<file path="src/iilc_pkg.sv">
package iilc_pkg;

  localparam int unsigned NUM_REGS = 16;
  localparam int unsigned CNT_W    = 7;

  localparam logic [3:0] COUNT_REG = 4'h1;

  localparam logic [6:0] LAT_ALU        = 7'h01;
  localparam logic [6:0] LAT_SHIFT_IMM  = 7'h01;
  localparam logic [6:0] LAT_SHIFT_REG  = 7'h03;
  localparam logic [6:0] LAT_IMUL32     = 7'h05;
  localparam logic [6:0] LAT_IMUL16     = 7'h06;
  localparam logic [6:0] LAT_LEA        = 7'h01;
  localparam logic [6:0] LAT_LOAD       = 7'h03;
  localparam logic [6:0] LAT_STACK_FP_ADD       = 7'h05;
  localparam logic [6:0] LAT_STACK_FP_ADD_PD    = 7'h06;
  localparam logic [6:0] LAT_STACK_FP_MULTIPLY_SS    = 7'h04;
  localparam logic [6:0] LAT_STACK_FP_MULTIPLY       = 7'h05;
  localparam logic [6:0] LAT_STACK_FP_MULTIPLY_PD    = 7'h09;
  localparam logic [6:0] LAT_FP2INT     = 7'h01;
  localparam logic [6:0] NARROW_EXTRA   = 7'h01;
  localparam logic [6:0] LINE_SPLIT     = 7'h0e;
  localparam logic [6:0] FP_WB_EXTRA    = 7'h02;
  localparam logic [6:0] DIV_SETUP      = 7'h02;
  localparam logic [6:0] DIV_MAX_BITS   = 7'h40;

  localparam logic [3:0] IMUL_BLOCK     = 4'h4;
  localparam logic [3:0] THR_STACK_FP_ADD_PD    = 4'h5;
  localparam logic [3:0] THR_STACK_FP_MULTIPLY_SLOW  = 4'h2;
  localparam logic [3:0] THR_STACK_FP_MULTIPLY_PD    = 4'h9;

  typedef enum logic [4:0] {
    OP_ALU, OP_SHIFT_IMM, OP_SHIFT_REG, OP_IMUL32, OP_IMUL16, OP_LEA, OP_LOAD,
    OP_POP, OP_STORE, OP_STACK_FP_ADD, OP_ADD_SCALAR, OP_ADD_PS, OP_ADD_PD,
    OP_MUL_SS, OP_MUL_SD, OP_MUL_PS, OP_STACK_FP_MULTIPLY, OP_MUL_PD, OP_DIV,
    OP_FP_TO_INT_CONVERSION, OP_UNALIGNED_VECTOR_LOAD
  } iilc_op_t;

  typedef enum logic [2:0] {
    UNIT_ALU, UNIT_IMUL, UNIT_STACK_FP_ADD, UNIT_STACK_FP_MULTIPLY, UNIT_DIV, UNIT_MEM
  } iilc_unit_t;

  typedef struct packed {
    iilc_op_t    op;
    logic        thread;
    logic [3:0]  dst;
    logic        dst_we;
    logic [1:0]  sub_byte;
    logic [3:0]  src_a;
    logic        src_a_en;
    logic [3:0]  src_b;
    logic        src_b_en;
    logic        narrow;
    logic        line_cross;
    logic [6:0]  div_bits;
  } iilc_insn_t;

  typedef struct packed {
    logic        valid;
    iilc_insn_t  insn;
    logic [6:0]  lat;
  } iilc_issue_t;

  typedef struct packed {
    logic        valid;
    logic        simd;
    logic [1:0]  simd_type;
    logic        event_b;
  } iilc_retire_t;

endpackage

</file>
<file path="src/iilc_ready_slot.sv">
`timescale 1ns/10ps
`default_nettype none

module iilc_ready_slot #(
  parameter int unsigned W = 7
) (
  input  wire logic          core_clk,
  input  wire logic          rst,
  input  wire logic          load,
  input  wire logic [W-1:0]  load_cnt,
  input  wire logic          load_fp,
  output logic      [W-1:0]  cnt,
  output logic               fp
);

  always_ff @(posedge core_clk or posedge rst) begin
    if (rst) begin
      cnt <= '0;
    end else if (load) begin
      cnt <= load_cnt;
    end else if (cnt != '0) begin
      cnt <= cnt - W'(1);
    end
  end

  always_ff @(posedge core_clk or posedge rst) begin
    if (rst) begin
      fp <= 1'b0;
    end else if (load) begin
      fp <= load_fp;
    end
  end

endmodule

`default_nettype wire

</file>
<file path="src/iilc_divider.sv">
`timescale 1ns/10ps
`default_nettype none

module iilc_divider
  import iilc_pkg::*;
(
  input  wire logic        core_clk,
  input  wire logic        rst,
  input  wire logic [1:0]  req,
  output logic      [1:0]  grant,
  input  wire logic        start,
  input  wire logic        start_thread,
  input  wire logic [6:0]  start_bits,
  output logic             busy,
  output logic             owner
);

  logic [6:0] iter_reg;
  logic       last_reg;

  // When both slots request, the thread of the last start picks the slot: slot 0 after thread 1, else slot 1
  always_comb begin
    grant = 2'b00;
    if (!busy) begin
      if (req == 2'b11) begin
        grant = last_reg ? 2'b01 : 2'b10;
      end else begin
        grant = req;
      end
    end
  end

  // One quotient bit per cycle, so the occupancy tracks the operand size
  always_ff @(posedge core_clk or posedge rst) begin
    if (rst) begin
      iter_reg <= '0;
    end else if (start) begin
      iter_reg <= DIV_SETUP + ((start_bits > DIV_MAX_BITS) ? DIV_MAX_BITS : start_bits);
    end else if (iter_reg != '0) begin
      iter_reg <= iter_reg - 7'h01;
    end
  end

  always_ff @(posedge core_clk or posedge rst) begin
    if (rst) begin
      last_reg <= 1'b0;
    end else if (start) begin
      last_reg <= start_thread;
    end
  end

  assign busy  = (iter_reg != '0);
  assign owner = last_reg;

endmodule

`default_nettype wire

</file>
<file path="src/iilc_issue_ctrl.sv">
// Summary of operation
// - Up to two issues per cycle, in order
// - Multiplier pipelined alongside other long operations
// - Multiply holds younger single-cycle ops four cycles
// - Independent multiply may follow one cycle later
// - Immediate-count shift has one-cycle latency
// - Register-count shift waits count register, three cycles
// - Subregisters tracked as one full register
// - Narrow-input address, load, pop take longer
// - FP add five cycles; packed double six, throughput five
// - FP multiply four or five cycles, throughput
// - Packed-double multiply nine cycles, blocks multiplier nine
// - Radix-2 divider, latency set by operand size only
// - One divider shared by two threads, arbitrated
// - Non-FP consumers of FP results wait two extra cycles
// - Line-crossing unaligned vector load adds fourteen cycles
// - Memory hazard blocks later short-latency issue
// - Event counts reissued memory instructions
// - Events count divides and divider busy cycles
// - Retired SIMD events by type, plus assist event
`timescale 1ns/10ps
`default_nettype none

module iilc_issue_ctrl
  import iilc_pkg::*;
(
  input  wire logic                core_clk,
  input  wire logic                rst,
  input  wire logic                fe_valid,
  input  wire iilc_pkg::iilc_insn_t fe_insn0,
  input  wire iilc_pkg::iilc_insn_t fe_insn1,
  output logic                     fe_ready,
  input  wire logic                mem_hazard_busy,
  input  wire logic                mem_memory_event_a,
  input  wire iilc_pkg::iilc_retire_t retire,
  output iilc_pkg::iilc_issue_t    iss0,
  output iilc_pkg::iilc_issue_t    iss1,
  output logic                     ev_memory_event_a,
  output logic                     ev_div_start,
  output logic                     ev_div_busy_cycle,
  output logic [3:0]               ev_simd_retired_by_type_event,
  output logic                     ev_event_b
);

  import iilc_pkg::*;

  function automatic iilc_unit_t unit_of(input iilc_op_t op);
    unique case (op)
      OP_IMUL32, OP_IMUL16:                                 unit_of = UNIT_IMUL;
      OP_STACK_FP_ADD, OP_ADD_SCALAR, OP_ADD_PS, OP_ADD_PD: unit_of = UNIT_STACK_FP_ADD;
      OP_MUL_SS, OP_MUL_SD, OP_MUL_PS, OP_STACK_FP_MULTIPLY,
      OP_MUL_PD:                                            unit_of = UNIT_STACK_FP_MULTIPLY;
      OP_DIV:                                               unit_of = UNIT_DIV;
      OP_LOAD, OP_POP, OP_STORE, OP_UNALIGNED_VECTOR_LOAD:  unit_of = UNIT_MEM;
      default:                                              unit_of = UNIT_ALU;
    endcase
  endfunction

  function automatic logic is_fp(input iilc_op_t op);
    is_fp = (unit_of(op) == UNIT_STACK_FP_ADD) || (unit_of(op) == UNIT_STACK_FP_MULTIPLY) ||
            (op == OP_DIV) || (op == OP_UNALIGNED_VECTOR_LOAD);
  endfunction

  function automatic logic is_short_int(input iilc_op_t op);
    is_short_int = (op == OP_ALU) || (op == OP_SHIFT_IMM) || (op == OP_LEA) ||
                   (op == OP_LOAD) || (op == OP_POP) || (op == OP_STORE);
  endfunction

  function automatic logic [6:0] lat_of(input iilc_insn_t i);
    logic [6:0] l;
    l = LAT_ALU;
    unique case (i.op)
      OP_SHIFT_IMM:            l = LAT_SHIFT_IMM;
      OP_SHIFT_REG:            l = LAT_SHIFT_REG;
      OP_IMUL32:               l = LAT_IMUL32;
      OP_IMUL16:               l = LAT_IMUL16;
      OP_LEA:                  l = LAT_LEA;
      OP_LOAD, OP_POP:         l = LAT_LOAD;
      OP_UNALIGNED_VECTOR_LOAD: l = LAT_LOAD;
      OP_STACK_FP_ADD, OP_ADD_SCALAR, OP_ADD_PS: l = LAT_STACK_FP_ADD;
      OP_ADD_PD:               l = LAT_STACK_FP_ADD_PD;
      OP_MUL_SS:               l = LAT_STACK_FP_MULTIPLY_SS;
      OP_MUL_SD, OP_MUL_PS, OP_STACK_FP_MULTIPLY: l = LAT_STACK_FP_MULTIPLY;
      OP_MUL_PD:               l = LAT_STACK_FP_MULTIPLY_PD;
      OP_DIV: begin
        l = DIV_SETUP + ((i.div_bits > DIV_MAX_BITS) ? DIV_MAX_BITS : i.div_bits);
      end
      OP_FP_TO_INT_CONVERSION: l = LAT_FP2INT;
      default:                 l = LAT_ALU;
    endcase
    if (i.narrow && ((i.op == OP_LEA) || (i.op == OP_LOAD) || (i.op == OP_POP))) begin
      l = l + NARROW_EXTRA;
    end
    if ((i.op == OP_UNALIGNED_VECTOR_LOAD) && i.line_cross) begin
      l = l + LINE_SPLIT;
    end
    if (is_fp(i.op)) begin
      l = l + FP_WB_EXTRA;
    end
    lat_of = l;
  endfunction

  iilc_insn_t        q_reg [2];
  logic [1:0]        qv_reg;
  logic [CNT_W-1:0]  sb_cnt [NUM_REGS];
  logic              sb_fp  [NUM_REGS];
  logic [NUM_REGS-1:0] sb_load;
  logic [CNT_W-1:0]  sb_load_cnt [NUM_REGS];
  logic [NUM_REGS-1:0] sb_load_fp;
  logic [3:0]        imul_blk_reg;
  logic [3:0]        stack_fp_add_busy_reg;
  logic [3:0]        stack_fp_multiply_busy_reg;
  logic [1:0]        cand_ok;
  logic [1:0]        div_req;
  logic [1:0]        div_grant;
  logic              div_busy;
  logic              div_start;
  logic              div_start_thread;
  logic [6:0]        div_start_bits;
  logic              pair_dep;
  logic              pair_unit_clash;
  logic              go0;
  logic              go1;
  logic [1:0]        qv_next;

  // Scoreboard holds one countdown per full architectural register
  genvar g;
  generate
    for (g = 0; g < NUM_REGS; g++) begin : g_sb
      iilc_ready_slot #(.W(CNT_W)) u_slot (
        .core_clk (core_clk),
        .rst      (rst),
        .load     (sb_load[g]),
        .load_cnt (sb_load_cnt[g]),
        .load_fp  (sb_load_fp[g]),
        .cnt      (sb_cnt[g]),
        .fp       (sb_fp[g])
      );
    end
  endgenerate

  // An FP consumer reads the FP result early; others see the later writeback
  function automatic logic src_ready(input logic [3:0] r, input logic en, input logic fpc);
    src_ready = !en || (sb_cnt[r] == '0) ||
                (fpc && sb_fp[r] && (sb_cnt[r] <= FP_WB_EXTRA));
  endfunction

  function automatic logic unit_free(input iilc_op_t op);
    unique case (unit_of(op))
      UNIT_STACK_FP_ADD: unit_free = (stack_fp_add_busy_reg == '0);
      UNIT_STACK_FP_MULTIPLY: unit_free = (stack_fp_multiply_busy_reg == '0);
      UNIT_DIV:  unit_free = !div_busy;
      default:   unit_free = 1'b1;
    endcase
  endfunction

  always_comb begin
    for (int k = 0; k < 2; k++) begin
      cand_ok[k] = qv_reg[k] &&
        src_ready(q_reg[k].src_a, q_reg[k].src_a_en, is_fp(q_reg[k].op)) &&
        src_ready(q_reg[k].src_b, q_reg[k].src_b_en, is_fp(q_reg[k].op)) &&
        src_ready(q_reg[k].dst, q_reg[k].dst_we, 1'b0) &&
        src_ready(COUNT_REG, q_reg[k].op == OP_SHIFT_REG, 1'b0) &&
        !(is_short_int(q_reg[k].op) && (imul_blk_reg != '0)) &&
        !(is_short_int(q_reg[k].op) && mem_hazard_busy) &&
        unit_free(q_reg[k].op);
      div_req[k] = cand_ok[k] && (q_reg[k].op == OP_DIV);
    end
  end

  // At most one slot starts a divide, since a pair never shares a non-ALU unit
  always_comb begin
    div_start = (go0 && div_req[0]) || (go1 && div_req[1]);
    if (go0 && div_req[0]) begin
      div_start_thread = q_reg[0].thread;
      div_start_bits   = q_reg[0].div_bits;
    end else begin
      div_start_thread = q_reg[1].thread;
      div_start_bits   = q_reg[1].div_bits;
    end
  end

  iilc_divider u_div (
    .core_clk     (core_clk),
    .rst          (rst),
    .req          (div_req),
    .grant        (div_grant),
    .start        (div_start),
    .start_thread (div_start_thread),
    .start_bits   (div_start_bits),
    .busy         (div_busy),
    .owner        ()
  );

  // A younger op that reads or rewrites the older one's result cannot pair with it
  always_comb begin
    pair_dep = 1'b0;
    if (q_reg[0].dst_we) begin
      pair_dep = (q_reg[1].src_a_en && (q_reg[1].src_a == q_reg[0].dst)) ||
                 (q_reg[1].src_b_en && (q_reg[1].src_b == q_reg[0].dst)) ||
                 (q_reg[1].dst_we && (q_reg[1].dst == q_reg[0].dst)) ||
                 ((q_reg[1].op == OP_SHIFT_REG) && (q_reg[0].dst == COUNT_REG));
    end
    pair_unit_clash = (unit_of(q_reg[0].op) == unit_of(q_reg[1].op)) &&
                      (unit_of(q_reg[0].op) != UNIT_ALU);
  end

  // Slot 1 only goes with slot 0 and must not touch its register or non-ALU unit
  always_comb begin
    go0 = cand_ok[0] && (!div_req[0] || div_grant[0]);
    go1 = go0 && cand_ok[1] && (!div_req[1] || div_grant[1]) &&
          !pair_dep && !pair_unit_clash &&
          !((unit_of(q_reg[0].op) == UNIT_IMUL) && is_short_int(q_reg[1].op));
  end

  always_comb begin
    sb_load = '0;
    sb_load_fp = '0;
    for (int r = 0; r < NUM_REGS; r++) begin
      sb_load_cnt[r] = '0;
    end
    // Count reaches zero in the first cycle a consumer may issue
    if (go0 && q_reg[0].dst_we) begin
      sb_load[q_reg[0].dst] = 1'b1;
      sb_load_cnt[q_reg[0].dst] = lat_of(q_reg[0]) - 7'h01;
      sb_load_fp[q_reg[0].dst] = is_fp(q_reg[0].op);
    end
    if (go1 && q_reg[1].dst_we) begin
      sb_load[q_reg[1].dst] = 1'b1;
      sb_load_cnt[q_reg[1].dst] = lat_of(q_reg[1]) - 7'h01;
      sb_load_fp[q_reg[1].dst] = is_fp(q_reg[1].op);
    end
  end

  // The pair latch refills only once empty: costs a bubble, keeps fe_ready a flop
  always_comb begin
    unique case ({go1, go0})
      2'b11:   qv_next = 2'b00;
      2'b01:   qv_next = {1'b0, qv_reg[1]};
      default: qv_next = qv_reg;
    endcase
  end

  always_ff @(posedge core_clk or posedge rst) begin
    if (rst) begin
      qv_reg <= 2'b00;
      q_reg[0] <= '0;
      q_reg[1] <= '0;
    end else if (fe_valid && fe_ready) begin
      qv_reg <= 2'b11;
      q_reg[0] <= fe_insn0;
      q_reg[1] <= fe_insn1;
    end else begin
      qv_reg <= qv_next;
      if (go0 && !go1) begin
        q_reg[0] <= q_reg[1];
      end
    end
  end

  always_ff @(posedge core_clk or posedge rst) begin
    if (rst) begin
      fe_ready <= 1'b0;
    end else begin
      fe_ready <= !(fe_valid && fe_ready) && (qv_next == 2'b00);
    end
  end

  always_ff @(posedge core_clk or posedge rst) begin
    if (rst) begin
      imul_blk_reg <= '0;
    end else if ((go0 && unit_of(q_reg[0].op) == UNIT_IMUL) ||
                 (go1 && unit_of(q_reg[1].op) == UNIT_IMUL)) begin
      imul_blk_reg <= IMUL_BLOCK - 4'h1;
    end else if (imul_blk_reg != '0) begin
      imul_blk_reg <= imul_blk_reg - 4'h1;
    end
  end

  always_ff @(posedge core_clk or posedge rst) begin
    if (rst) begin
      stack_fp_add_busy_reg <= '0;
    end else if ((go0 && q_reg[0].op == OP_ADD_PD) || (go1 && q_reg[1].op == OP_ADD_PD)) begin
      stack_fp_add_busy_reg <= THR_STACK_FP_ADD_PD - 4'h1;
    end else if (stack_fp_add_busy_reg != '0) begin
      stack_fp_add_busy_reg <= stack_fp_add_busy_reg - 4'h1;
    end
  end

  always_ff @(posedge core_clk or posedge rst) begin
    if (rst) begin
      stack_fp_multiply_busy_reg <= '0;
    end else if ((go0 && q_reg[0].op == OP_MUL_PD) || (go1 && q_reg[1].op == OP_MUL_PD)) begin
      stack_fp_multiply_busy_reg <= THR_STACK_FP_MULTIPLY_PD - 4'h1;
    end else if ((go0 && unit_of(q_reg[0].op) == UNIT_STACK_FP_MULTIPLY && q_reg[0].op != OP_MUL_SS) ||
                 (go1 && unit_of(q_reg[1].op) == UNIT_STACK_FP_MULTIPLY && q_reg[1].op != OP_MUL_SS)) begin
      stack_fp_multiply_busy_reg <= THR_STACK_FP_MULTIPLY_SLOW - 4'h1;
    end else if (stack_fp_multiply_busy_reg != '0) begin
      stack_fp_multiply_busy_reg <= stack_fp_multiply_busy_reg - 4'h1;
    end
  end

  always_ff @(posedge core_clk or posedge rst) begin
    if (rst) begin
      iss0 <= '0;
      iss1 <= '0;
    end else begin
      iss0.valid <= go0;
      iss0.insn  <= q_reg[0];
      iss0.lat   <= lat_of(q_reg[0]);
      iss1.valid <= go1;
      iss1.insn  <= q_reg[1];
      iss1.lat   <= lat_of(q_reg[1]);
    end
  end

  always_ff @(posedge core_clk or posedge rst) begin
    if (rst) begin
      ev_memory_event_a <= 1'b0;
      ev_div_start      <= 1'b0;
      ev_div_busy_cycle <= 1'b0;
    end else begin
      ev_memory_event_a <= mem_memory_event_a;
      ev_div_start      <= div_start;
      ev_div_busy_cycle <= div_busy;
    end
  end

  always_ff @(posedge core_clk or posedge rst) begin
    if (rst) begin
      ev_simd_retired_by_type_event <= 4'h0;
      ev_event_b                    <= 1'b0;
    end else begin
      ev_simd_retired_by_type_event <= (retire.valid && retire.simd) ?
                                       (4'h1 << retire.simd_type) : 4'h0;
      ev_event_b <= retire.valid && retire.event_b;
    end
  end

endmodule

`default_nettype wire

</file>
<file path="config.mk">
export PLATFORM = sky130hd
export DESIGN_NAME = iilc_issue_ctrl
export DESIGN_NICKNAME = d
export VERILOG_FILES = /design/src/iilc_pkg.sv /design/src/iilc_ready_slot.sv /design/src/iilc_divider.sv /design/src/iilc_issue_ctrl.sv
export SDC_FILE = /design/constraint.sdc
export NUM_CORES = 1
export LEC_CHECK = 0
export BUFFER_PORTS_ARGS = -buffer_cell sky130_fd_sc_hd__buf_2
export CORE_AREA = 2 2 221 223
export DETAILED_ROUTE_END_ITERATION = 12
export DIE_AREA = 0 0 223 225
export PLACE_DENSITY_LB_ADDON = 0.08
export RECOVER_POWER = 25
export SLEW_MARGIN = 20
export SYNTH_ARGS = -nofsm -noshare
export SYNTH_HDL_FRONTEND = slang
export SYNTH_SLANG_ARGS = --single-unit
</file>
<file path="constraint.sdc">
create_clock -name core_clk -period 10.7 [get_ports core_clk]
set_clock_uncertainty 0.05 [all_clocks]
set_input_delay 0.535 -clock core_clk [delete_from_list [all_inputs] [get_ports core_clk]]
set_output_delay 0.535 -clock core_clk [all_outputs]
set_load 0.01 [all_outputs]
</file>
==> qor.csv <==
metric,value,unit
setup_violations,0,
setup_ws,4150,ps
grt_pass1_wl,109000,µm
clk_latency,580,ps
clockBufferDepth,3,
path_delay_family,simple AND/OR/NAND/NOR gates,
timing.final.crit_period,6550,ps
syn_area,19000,µm²
outcome,"finished, violations left",
dpl_cell_area,20400,µm²
final-hold-violation-count,0,
nets,2247,
dieArea,50200,µm²
num_vias,17400,
ys_seq_area_share,39.9,%
grt_pass1_vias,16600,
io_pins,163,
grt_max_degree,125,
port_buffers,162,
p_leak,9.29,nW
drc_errors,0,
violations,"max-capacitance violations, max-slew violations",
slowest_delay,1250,ps
synth-warning-count,0,
nFillCells,4571,
drtIter0Drc,1934,
synth_cell_types,88,
synth_top_cell_by_area,dfrtp_1,
synth_edf_count,0,
die_h,225,µm
clk_pin_slew_worst_paths,60,ps
slew_violations,231,
synth_top_cell_area_share,39.9,%
layout-drive-gt1-share,17.8,%
post-place-ws,5130,ps
synthCells,2026,
via_per_inst,6.27,
final_area,21700,µm²
cp_max_fo,29,
ctsRootBufferMaster,clkbuf_16,
wire_per_inst,26.0,µm
cts.sinks,303,
vdd_ir_drop_max,0.000269,V
dp_hpwl,52000,µm
syn_nets,2138,
cp_num_buf_inv,1,
slew-limit-headroom,-290,%
cts_tree,yes,
drv_cap,5,
diodes,0,
hold_class,in -> reg,
ys_top_cells_by_area,"dfrtp_1 40%, mux4_2 6.3%, nand2_1 4.0%",
fmax,0.153,GHz
max_slew.worst_pin.slew,5850,ps
crit_type,reg -> reg,
ys_seq_elements,303,
async_reset_ff_share,100,%
globalplace.congestion,1.00,
syn-mean-instance-area,9.37,µm²
end_kind,flip-flop,
core_area,47500,µm²
drt_wl_total,72200,µm
final_core_util,45.6,%
antenna_found_initial,1,
worstPathRequired,11120,ps
rsz0062_at_grt,no,
crit_path_cell_trace,clkbuf_1 -> mux4_2 -> mux2i_1 -> o21ai_0 -> or4_1 -> o21ai_0 -> o221ai_1 -> nor2_1 -> nand3_1 -> mux2_2 -> ha_1 -> nand3_1 -> xor2_1 -> o32a_1 -> a21oi_1,
ant_nets,0,
die_w,223,µm
largest_reg_flops,112,
finalSetupTns,0,ps
grt-ovfl-total,0,
htreeDepth,2,
drt_pre_antenna_iters,6,
cp_slowest_cell,clkbuf_1,
grt_use_total,28.8,%
cts_made_buffers,37,
area_growth,14.2,%
post-cts-setup-buffers,0,
synthFlopType,dfrtp_1,
arrival,6970,ps
initial_core_util,39.9,%
power_density,397,nW/µm²
num_rows,80,
setup.worst_path.start_class,flip-flop,
cts-resized-gates,0,
finalCritPeriodShare,61.2,%
cts.hold.buffers_added,0,
## cell usage in the layout (no fill, tap or decap), types with 37 or more instances in the layout
cell       synthesis  final
a21oi_1           70     70
a31oi_1           46     46
buf_2             25    161
clkbuf_16          0     39
dfrtp_1          303    303
ha_1              38     38
inv_1             91     90
mux2_2            41     41
mux4_2            53     53
nand2_1          200    199
nand2b_1          37     37
nand3_1           91     91
nand4_1           51     51
nor2_1           144    144
nor3_1            79     79
o21ai_0           74     74
o221ai_1          50     50
xnor2_1           59     55
xor2_1            44     42
## path summary, 6_finish.rpt
path / start / endpoint / slack (ps) / cells after the start
min in group asynchronous: rst / iss1[20]$_DFF_PP0_ / 1700 / 2
max in group asynchronous: rst / g_sb[1].u_slot.cnt[4]$_DFFE_PP0P_ / 5360 / 4
setup / recovery: q_reg[43]$_DFFE_PP0P_ / u_div.iter_reg[5]$_DFFE_PP0P_ / 4150 / 15
hold reg to reg: q_reg[51]$_DFFE_PP0P_ / iss0[26]$_DFF_PP0_ / 320 / 0
hold / removal: mem_memory_event_a / ev_memory_event_a$_DFF_PP0_ / 20 / 1
setup reg to reg: q_reg[43]$_DFFE_PP0P_ / u_div.iter_reg[5]$_DFFE_PP0P_ / 4150 / 15
## cell type report
| class | instances | area, µm² | share of cell area, % |
|---|---|---|---|
| Clock buffer | 53 | 1120 | 5.16 |
| Clock inverter | 14 | 208 | 0.958 |
| Inverter | 95 | 358 | 1.65 |
| Multi-Input combinational cell | 1495 | 10600 | 48.7 |
| Sequential cell | 303 | 7580 | 35.0 |
| Tap cell | 615 | 769 | 3.55 |
| Timing Repair Buffer | 203 | 1090 | 5.01 |
## metrics by stage
step,hold WS (ps),power [mW],cells
global placement,308,7.08,2711
floorplan,299,5.17,2026
detailed placement,311,7.11,2711
CTS,14.5,8.52,2778
finish,22.1,8.60,2778
global route,24.1,9.05,2778
## cells in the mapped netlist (12+ instances only)
| cell type | n |
|---|---|
| o21ai_0 | 74 |
| or4_1 | 12 |
| nor2_1 | 144 |
| nand2_1 | 200 |
| inv_1 | 91 |
| dfrtp_1 | 303 |
| nor4_1 | 25 |
| mux2i_1 | 35 |
| nor3_1 | 79 |
| xor2_1 | 44 |
| mux2_2 | 41 |
| o22a_1 | 15 |
| ha_1 | 38 |
| or3_1 | 20 |
| and3_1 | 24 |
| and2_1 | 15 |
| nand2b_1 | 37 |
| a2111oi_0 | 12 |
| nor2b_1 | 22 |
| mux4_2 | 53 |
| a31oi_1 | 46 |
| clkbuf_1 | 98 |
| o31ai_1 | 19 |
| nand3_1 | 91 |
| xnor2_1 | 59 |
| o211ai_1 | 20 |
| buf_2 | 25 |
| o221ai_1 | 50 |
| nand3b_1 | 14 |
| a211oi_1 | 13 |
| nand4_1 | 51 |
| a21oi_1 | 70 |
## power by group
group | internal (mW) | leakage (nW) | switching (mW)
clock | 0.849 | 0.650 | 0.526
sequential | 1.67 | 3.66 | 0.783
combinational | 1.74 | 4.99 | 3.03
total | 4.26 | 9.29 | 4.34
## layer usage
metal,up-vias,track usage (%),share of wire (%)
met5,-,0,0.022
met4,2,10.5,4.1
met3,156,5.66,8.3
met2,843,43.8,43
met1,8651,40.6,44
li1,7773,-,-
## cell families (layout without fill, tap and decap cells)
group           Yosys count  count (layout)  share of synthesized area, %
compound gates          454             454                          17.0
xor+xnor                103             103                          4.75
fa+ha+maj                38              38                          2.50
buf+inv                 228             365                          4.77
flops                   303             303                          39.9
mux                     129             129                          10.6
simple gates            771             771                          20.5
(Power assumes the default switching activity.)
